### src/design/board_reset_pkg.sv
/*
 * Shared types and constants for the board reset distribution block:
 * reset source and target groups, default processor map windows,
 * map region codes and reset values of the block's state.
 * Assumes one 100 MHz clock and a synchronous active-low block reset.
 */
`default_nettype none

package board_reset_pkg;

   // -----------------------------------------------------------------
   // Reset sources and targets
   // -----------------------------------------------------------------
   // One bit per reset source, all active high inside the block
   typedef struct packed {
      logic por;     // Power-on reset
      logic sw;      // Front-panel reset switch
      logic wdog;    // Timekeeper watchdog request
      logic hot;     // Alternate hot reset control
      logic pciisa;  // PCI/ISA I/O reset
      logic vmein;   // Incoming VMEbus system reset
      logic vsys;    // VME bridge system software reset
      logic vloc;    // VME bridge local software reset
   } src_t;

   // One bit per reset target, all active high
   typedef struct packed {
      logic proc;    // Processor
      logic hostbr;  // Host bridge
      logic memctl;  // Memory controller
      logic pci;     // PCI devices
      logic isa;     // ISA devices
      logic vme;     // VMEbus, only as system controller
   } tgt_t;

   // -----------------------------------------------------------------
   // Default processor map regions, one-hot
   // -----------------------------------------------------------------
   typedef enum logic [5:0] {
      REG_UNMAPPED = 6'h01,  // Hole in the default map
      REG_PCIISA_IO = 6'h02, // PCI/ISA I/O space
      REG_MEMCTL = 6'h04,    // Memory controller registers
      REG_HOSTBR = 6'h08,    // Host bridge registers
      REG_FLASH = 6'h10,     // Boot flash window
      REG_CUSTOM = 6'h20     // Software map in force
   } region_t;

   // Window bounds of the default map
   localparam logic [31:0] PCIISA_IO_BASE = 32'h8000_0000;
   localparam logic [31:0] PCIISA_IO_LAST = 32'h8001_ffff;
   localparam logic [31:0] MEMCTL_BASE = 32'hfef8_0000;
   localparam logic [31:0] MEMCTL_LAST = 32'hfef8_ffff;
   localparam logic [31:0] HOSTBR_BASE = 32'hfeff_0000;
   localparam logic [31:0] HOSTBR_LAST = 32'hfeff_ffff;
   localparam logic [31:0] FLASH_BASE = 32'hfff0_0000;
   localparam logic [31:0] FLASH_LAST = 32'hffff_ffff;

   // -----------------------------------------------------------------
   // Reset values
   // -----------------------------------------------------------------
   localparam src_t SRC_RESET = '0;
   // Local targets held in reset while the block itself is in reset
   localparam tgt_t TGT_RESET = 6'h3e;
   localparam logic PCI_DEC_EN_RESET = 1'b0;
   localparam logic MAP_CUSTOM_RESET = 1'b0;
   localparam region_t REGION_RESET = REG_UNMAPPED;
   localparam logic FLASH_SOCK_RESET = 1'b0;

endpackage

`default_nettype wire

### src/design/board_reset_distribution.sv
/*
 * Board reset distribution: synchronises the board's reset sources,
 * forms one reset per target, drives the VMEbus reset as system
 * controller, and keeps the reset-time address map state.
 * Assumes all source pins are asynchronous to mclk_in; decode address
 * and reprogram strobes come from logic on mclk_in.
 */
// How it works
// - Eight reset sources sampled independently.
// - Power-on resets locals, never the VMEbus.
// - Switch resets locals, VMEbus as controller.
// - Watchdog resets locals, VMEbus as controller.
// - Hot reset resets locals, VMEbus as controller.
// - PCI/ISA reset hits only PCI, ISA.
// - System soft reset adds VMEbus as controller; local does not.
// - System reset disables PCI decoders until reprogrammed.
// - Reset restores default processor map until reprogrammed.
// - Top flash window follows the bank swap bit.
`timescale 1ns/100ps
`default_nettype none

module board_reset_distribution
   import board_reset_pkg::*;
(
   input wire logic mclk_in,
   input wire logic resetn_in,
   input wire logic ce_in,
   input wire logic por_in,
   input wire logic reset_switch_in,
   input wire logic wdog_reset_in,
   input wire logic alternate_hot_reset_in,
   input wire logic pciisa_reset_in,
   input wire logic vme_sysreset_n_in,
   input wire logic vme_sys_sw_reset_in,
   input wire logic vme_local_sw_reset_in,
   input wire logic sys_ctrl_in,
   input wire logic flash_bank_swap_bit_in,
   input wire logic [31:0] cpu_addr_in,
   input wire logic map_reprog_in,
   input wire logic pci_dec_reprog_in,
   output logic proc_rst_out,
   output logic hostbr_rst_out,
   output logic memctl_rst_out,
   output logic pci_rst_out,
   output logic isa_rst_out,
   output logic vme_sysreset_out,
   output logic vme_sysreset_oe_out,
   output logic pci_dec_en_out,
   output logic map_default_out,
   output board_reset_pkg::region_t region_out,
   output logic flash_sock_out
);
   import board_reset_pkg::*;

   // -----------------------------------------------------------------
   // Types and functions
   // -----------------------------------------------------------------
   // Whole state of the block
   typedef struct packed {
      src_t sync1;        // First synchroniser stage
      src_t sync2;        // Second synchroniser stage
      logic sysctl1;      // Controller strap, first stage
      logic sysctl2;      // Controller strap, second stage
      tgt_t tgt;          // Registered target resets
      logic pci_dec_en;   // PCI decoders enabled
      logic map_custom;   // Software processor map in force
      region_t region;    // Decoded region of cpu_addr_in
      logic flash_sock;   // Flash window on socketed bank
   } state_t;

   // Sources that reset every local target
   function automatic logic local_reset(input src_t s);
      local_reset = s.por | s.sw | s.wdog | s.hot | s.vmein | s.vsys | s.vloc;
   endfunction

   // Map every source onto every target
   function automatic tgt_t target_map(input src_t s, input logic sysctl);
      tgt_t t;
      logic loc;
      loc = local_reset(s);
      t.proc = loc;
      t.hostbr = loc;
      t.memctl = loc;
      t.pci = loc | s.pciisa;
      t.isa = loc | s.pciisa;
      // Power-on and local soft reset never reach the VMEbus
      t.vme = sysctl & (s.sw | s.wdog | s.hot | s.vsys);
      target_map = t;
   endfunction

   // Default processor map decode
   function automatic region_t decode_default(input logic [31:0] a);
      region_t r;
      r = REG_UNMAPPED;
      if ((a >= PCIISA_IO_BASE) && (a <= PCIISA_IO_LAST))
      begin
         r = REG_PCIISA_IO;
      end
      else if ((a >= MEMCTL_BASE) && (a <= MEMCTL_LAST))
      begin
         r = REG_MEMCTL;
      end
      else if ((a >= HOSTBR_BASE) && (a <= HOSTBR_LAST))
      begin
         r = REG_HOSTBR;
      end
      else if (a >= FLASH_BASE)
      begin
         r = REG_FLASH;  // Window runs up to FLASH_LAST
      end
      decode_default = r;
   endfunction

   // -----------------------------------------------------------------
   // State registers
   // -----------------------------------------------------------------
   state_t st_q;   // Current state
   state_t st_d;   // Next state
   src_t raw;      // Source pins, active high
   tgt_t tgt_now;  // Targets from synchronised sources
   logic sys_rst;  // Any reset of the host bridge level

   // Gather pins, incoming VMEbus reset is active low
   always_comb
   begin
      raw.por = por_in;
      raw.sw = reset_switch_in;
      raw.wdog = wdog_reset_in;
      raw.hot = alternate_hot_reset_in;
      raw.pciisa = pciisa_reset_in;
      raw.vmein = ~vme_sysreset_n_in;
      raw.vsys = vme_sys_sw_reset_in;
      raw.vloc = vme_local_sw_reset_in;
   end

   // Targets and system reset from the second stage only
   always_comb
   begin
      tgt_now = target_map(st_q.sync2, st_q.sysctl2);
      sys_rst = tgt_now.hostbr;
   end

   // Next state
   always_comb
   begin
      st_d = st_q;
      // Two-stage synchronisers, first stage read only by the second
      st_d.sync1 = raw;
      st_d.sync2 = st_q.sync1;
      st_d.sysctl1 = sys_ctrl_in;
      st_d.sysctl2 = st_q.sysctl1;
      // Target resets follow their sources while any stays high
      st_d.tgt = tgt_now;
      // PCI decoders: reset wins over a reprogram strobe
      if (sys_rst)
      begin
         st_d.pci_dec_en = 1'b0;
      end
      else if (pci_dec_reprog_in)
      begin
         st_d.pci_dec_en = 1'b1;
      end
      // Processor map: default until software reprograms
      if (sys_rst)
      begin
         st_d.map_custom = 1'b0;
      end
      else if (map_reprog_in)
      begin
         st_d.map_custom = 1'b1;
      end
      // Region decode only while the default map rules
      if (st_q.map_custom)
      begin
         st_d.region = REG_CUSTOM;
      end
      else
      begin
         st_d.region = decode_default(cpu_addr_in);
      end
      // Socketed bank when the swap bit is set
      st_d.flash_sock = flash_bank_swap_bit_in;
   end

   // Register the state, frozen while the clock enable is low unless the block reset is low
   always_ff @(posedge mclk_in)
   begin
      if (!resetn_in)
      begin
         st_q.sync1 <= SRC_RESET;
         st_q.sync2 <= SRC_RESET;
         st_q.sysctl1 <= 1'b0;
         st_q.sysctl2 <= 1'b0;
         st_q.tgt <= TGT_RESET;
         st_q.pci_dec_en <= PCI_DEC_EN_RESET;
         st_q.map_custom <= MAP_CUSTOM_RESET;
         st_q.region <= REGION_RESET;
         st_q.flash_sock <= FLASH_SOCK_RESET;
      end
      else if (ce_in)
      begin
         st_q <= st_d;
      end
   end

   // -----------------------------------------------------------------
   // Outputs
   // -----------------------------------------------------------------
   // All from registers; VMEbus reset is open drain, drives low only
   assign proc_rst_out = st_q.tgt.proc;
   assign hostbr_rst_out = st_q.tgt.hostbr;
   assign memctl_rst_out = st_q.tgt.memctl;
   assign pci_rst_out = st_q.tgt.pci;
   assign isa_rst_out = st_q.tgt.isa;
   assign vme_sysreset_out = 1'b0;
   assign vme_sysreset_oe_out = st_q.tgt.vme;
   assign pci_dec_en_out = st_q.pci_dec_en;
   assign map_default_out = ~st_q.map_custom;
   assign region_out = st_q.region;
   assign flash_sock_out = st_q.flash_sock;
endmodule

`default_nettype wire

### config.mk
export PLATFORM = sky130hd
export DESIGN_NAME = board_reset_distribution
export DESIGN_NICKNAME = d
export VERILOG_FILES = /design/src/design/board_reset_pkg.sv /design/src/design/board_reset_distribution.sv
export SDC_FILE = /design/constraint.sdc
export NUM_CORES = 1
export LEC_CHECK = 0
export BUFFER_PORTS_ARGS = -buffer_cell sky130_fd_sc_hd__buf_2
export CORE_MARGIN = 2
export CORE_UTILIZATION = 30
export DETAILED_ROUTE_END_ITERATION = 8
export GPL_ROUTABILITY_DRIVEN = 0
export GPL_TIMING_DRIVEN = 0
export SLEW_MARGIN = 20
export SYNTH_ARGS = -nofsm -noshare
export SYNTH_HDL_FRONTEND = slang
export SYNTH_SLANG_ARGS = --single-unit
### constraint.sdc
create_clock -name mclk_in -period 2 [get_ports mclk_in]
set_clock_uncertainty 0.05 [all_clocks]
set_input_delay 0.5 -clock mclk_in [delete_from_list [all_inputs] [get_ports mclk_in]]
set_output_delay 0.5 -clock mclk_in [all_outputs]
set_load 0.05 [all_outputs]
==> metrics.md <==
| Metric | Value |
|---|---|
| Status | completed |
| Antenna violations before repair | 0 |
| Power Dens Cells | 795.2 nW/um^2 |
| Setup TNS | 0 ns |
| First-pass GRT wire length | 4650 um |
| Clock Tree Buf Depth | 2 |
| Top FF cell, synth | dfxtp_1 |
| Top post-synthesis cells by area | dfxtp_1 46%, mux2i_1 15%, buf_4 5.8% |
| P&R area growth vs syn | 28.05% |
| Clock slew at reported path FFs | 0.06 ns |
| WL/cell | 11.69 um |
| Vias in the first global route | 1038 |
| Yosys warns | 0 |
| Top Family by Delay on Critical Path | simple AND/OR/NAND/NOR gates |
| Post-synthesis sequential area ratio | 46.11% |
| Drt drc | 0 |
| Worst skew pair latency | 0.27 ns |
| Final Core Density | 40.81% |
| Yosys cell types | 33 |
| Critical path data arrival time | 1.72 ns |
| Crit start category | primary input |
| Largest net degree at the start of global routing | 11 |
| Rows | 23 |
| H-tree lvl count | 2 |
| Fin nets | 229 |
| Filler instances | 433 |
| Postcts setup bufs | 0 |
| Initial Utilization | 31.87% |
| Port bufs | 44 |
| DRT Wirelength | 2701 um |
| Remaining Overflow, GRT | 0 |
| Slowest CP cell | nor4_1 |
| Flop pwr share | 48.6% |
| P_sw | 348.4 uW |
| Most frequent cells after synthesis | 30 x dfxtp_1, 20 x mux2i_1, 14 x nor2_1, 10 x buf_4, 9 x nor2b_1 |
| Post-synth EDFFs | 0 |
| Hold Vio Cnt, Final | 0 |
| Vias | 1051 |
| Mux contribution to synthesized area | 15.37% |
| Die H | 69.89 um |
| Synth Area in Simple Gates | 21.23% |
| Clk pwr share | 34.7% |
| Tcrit/Tclk final | 80.34% |
| Cts bufs inserted | 5 |
| Max Freq | 622.4 MHz |
| Post-synthesis adder-cell area fraction | 0% |
| Ys async rst share | 0% |
| Synthesized Nets | 178 |
| I/O pin total | 63 |
| Post-CTS Resized | 0 |
| Post-CTS Hold Buffers | 0 |
| Top cell type's share of synthesized area | 46.11% |
| Post-detail-place hpwl | 2067 um |
| Synthesized area per cell | 9.943 um^2 |
| Tightest Hold Check Type | reg -> reg |
| CP Cell Sequence | buf_2 > nand4_1 > nor4_1 > o21ai_0 > a221o_1 |
| Maxcap violations | 0 |
| Die ar. | 4885 um^2 |
| PnR Total Power | 1326 uW |
| Dominant cell by count in the synthesized netlist | dfxtp_1 |
| Final setup viols | 0 |
| Post-route antenna net violation count | 0 |
| Switch share | 26.27% |
| Drt first pass iters | 4 |
| Antenna Cells | 0 |
| RSZ-0062 raised after global routing | false |
| Synth Cell Area | 1302 um^2 |
| Gate Count Post-Synth | 131 |
| Critical Path RT | 2.11 ns |
| CP Max Fanout | 3 |
| Tmin final | 1.607 ns |
| Clk root buf | clkbuf_8 |
| Sink Count | 30 |
| Peak VDD IR | 0.0005692 V |
| Yosys reg bits | 30 |
| Max Slew Vio Count | 0 |
| Vias per std cell | 4.550 |
| Core area | 4086 um^2 |
| Largest family of logic cells by synthesized area | simple AND/OR/NAND/NOR gates |
| CTS tree | yes |
| Slowest stage delay, CP | 0.47 ns |
| Cell-internal power | 977.8 uW |
| Compound-Gate Fraction of Synth Area | 8.646% |
| Area share of xor/xnor cells in the synthesized design | 0% |
| Share of cells above drive strength 1 | 38.12% |
| Die width | 69.89 um |
| Global Route Usage Sum | 11.96% |
| Comb power frac | 16.7% |
| Leakage power | 0.0007812 uW |
| Crit. End Element | flop |
| Buffers & Inverters on Critical Path | 1 |
| Crit Path Category | in -> reg |
| Area leader, netlist | dfxtp_1 |
| DRT iter0 DRCs | 32 |
layout by cell type (no fill, tap or decap), drive strengths merged:
cell type | synthesis | layout
buf | 14 | 58
dfxtp | 30 | 30
mux2i | 20 | 20
nor2 | 14 | 14
nor2b | 9 | 9
nand2 | 7 | 7
clkbuf | 1 | 7
nand3 | 4 | 4
a21oi | 4 | 4
nor4 | 4 | 4
inv | 3 | 3
nand4 | 3 | 3
nor3 | 2 | 2
or4 | 1 | 1
o41ai | 1 | 1
a21o | 1 | 1
nor4b | 1 | 1
nand2b | 1 | 1
a41oi | 1 | 1
and3 | 1 | 1
nand3b | 1 | 1
o2bb2ai | 1 | 1
and2 | 1 | 1
o21ai | 1 | 1
a221o | 1 | 1
a22oi | 1 | 1
a21boi | 1 | 1
o211a | 1 | 1
conb | 1 | 1
power by group through the flow:
stage               sequential, uW  clock [uW]  combinational, uW
finish                         644         460                222
global route                   648         514                242
detailed placement             657           0                224
floorplan                      676           0                133
CTS                            644         480                226
global placement               656           0                223
kinds of logic after synthesis:
logic type,Yosys count
buf+inv,18
compound gates,13
flops,30
mux,20
simple gates,49
other cells,1
tightest hold or removal path, delay by kind of cell (launching register included):
family             cells  cell delay, ns
AOI/OAI and AO/OA      1            0.05
DFF                    1            0.31
and+or+nand+nor        1            0.06
through the flow:
step / cells / cell area (um^2) / setup slack [ns] / hold slack, ns
after floorplan: 131 / 1303 / 0.4067 / 0.3913
after global placement: 225 / 1585 / 0.1385 / 0.3972
after detailed placement: 225 / 1585 / 0.1211 / 0.4063
after CTS: 231 / 1668 / 0.4164 / 0.4063
after global routing: 231 / 1668 / 0.3294 / 0.4178
final: 231 / 1668 / 0.3933 / 0.4116
state kept, by name, indices dropped and copies added, names as in the netlist:
register and count:
isa_rst_out 1, memctl_rst_out 1, vme_sysreset_oe_out 1, st_q 10, st_d 9, region_out 6, pci_dec_en_out 1, flash_sock_out 1
worst paths after layout:
check | startpoint | endpoint | slack (ns) | depth (start not counted)
max reg2reg | st_q[18] | memctl_rst_out | 0.44 | 4
min reg2reg | region_out[3] | region_out[3] | 0.41 | 2
min | region_out[3] | region_out[3] | 0.41 | 2
max | cpu_addr_in[21] | region_out[0] | 0.39 | 5
layer usage:
layer / share of wire (%) / track usage (%) / vias up
met2: 45 / 19.05 / 39
met1: 47 / 14.43 / 463
met3: 8.2 / 4.906 / 0
li1: - / - / 549
met4: 0 / 4.487 / 0
met5: 0 / 0 / -
final cells by class:
cell class | count | area [um^2] | area share (%)
Sequential cell | 30 | 600.6 | 36.01
Multi-Input combinational cell | 83 | 593.1 | 35.56
Timing Repair Buffer | 44 | 220.2 | 13.20
Buffer | 15 | 97.59 | 5.851
Clock buffer | 6 | 82.58 | 4.951
Tap cell | 50 | 62.56 | 3.751
Inverter | 3 | 11.26 | 0.6752
Power figures use the tool's default switching activity.
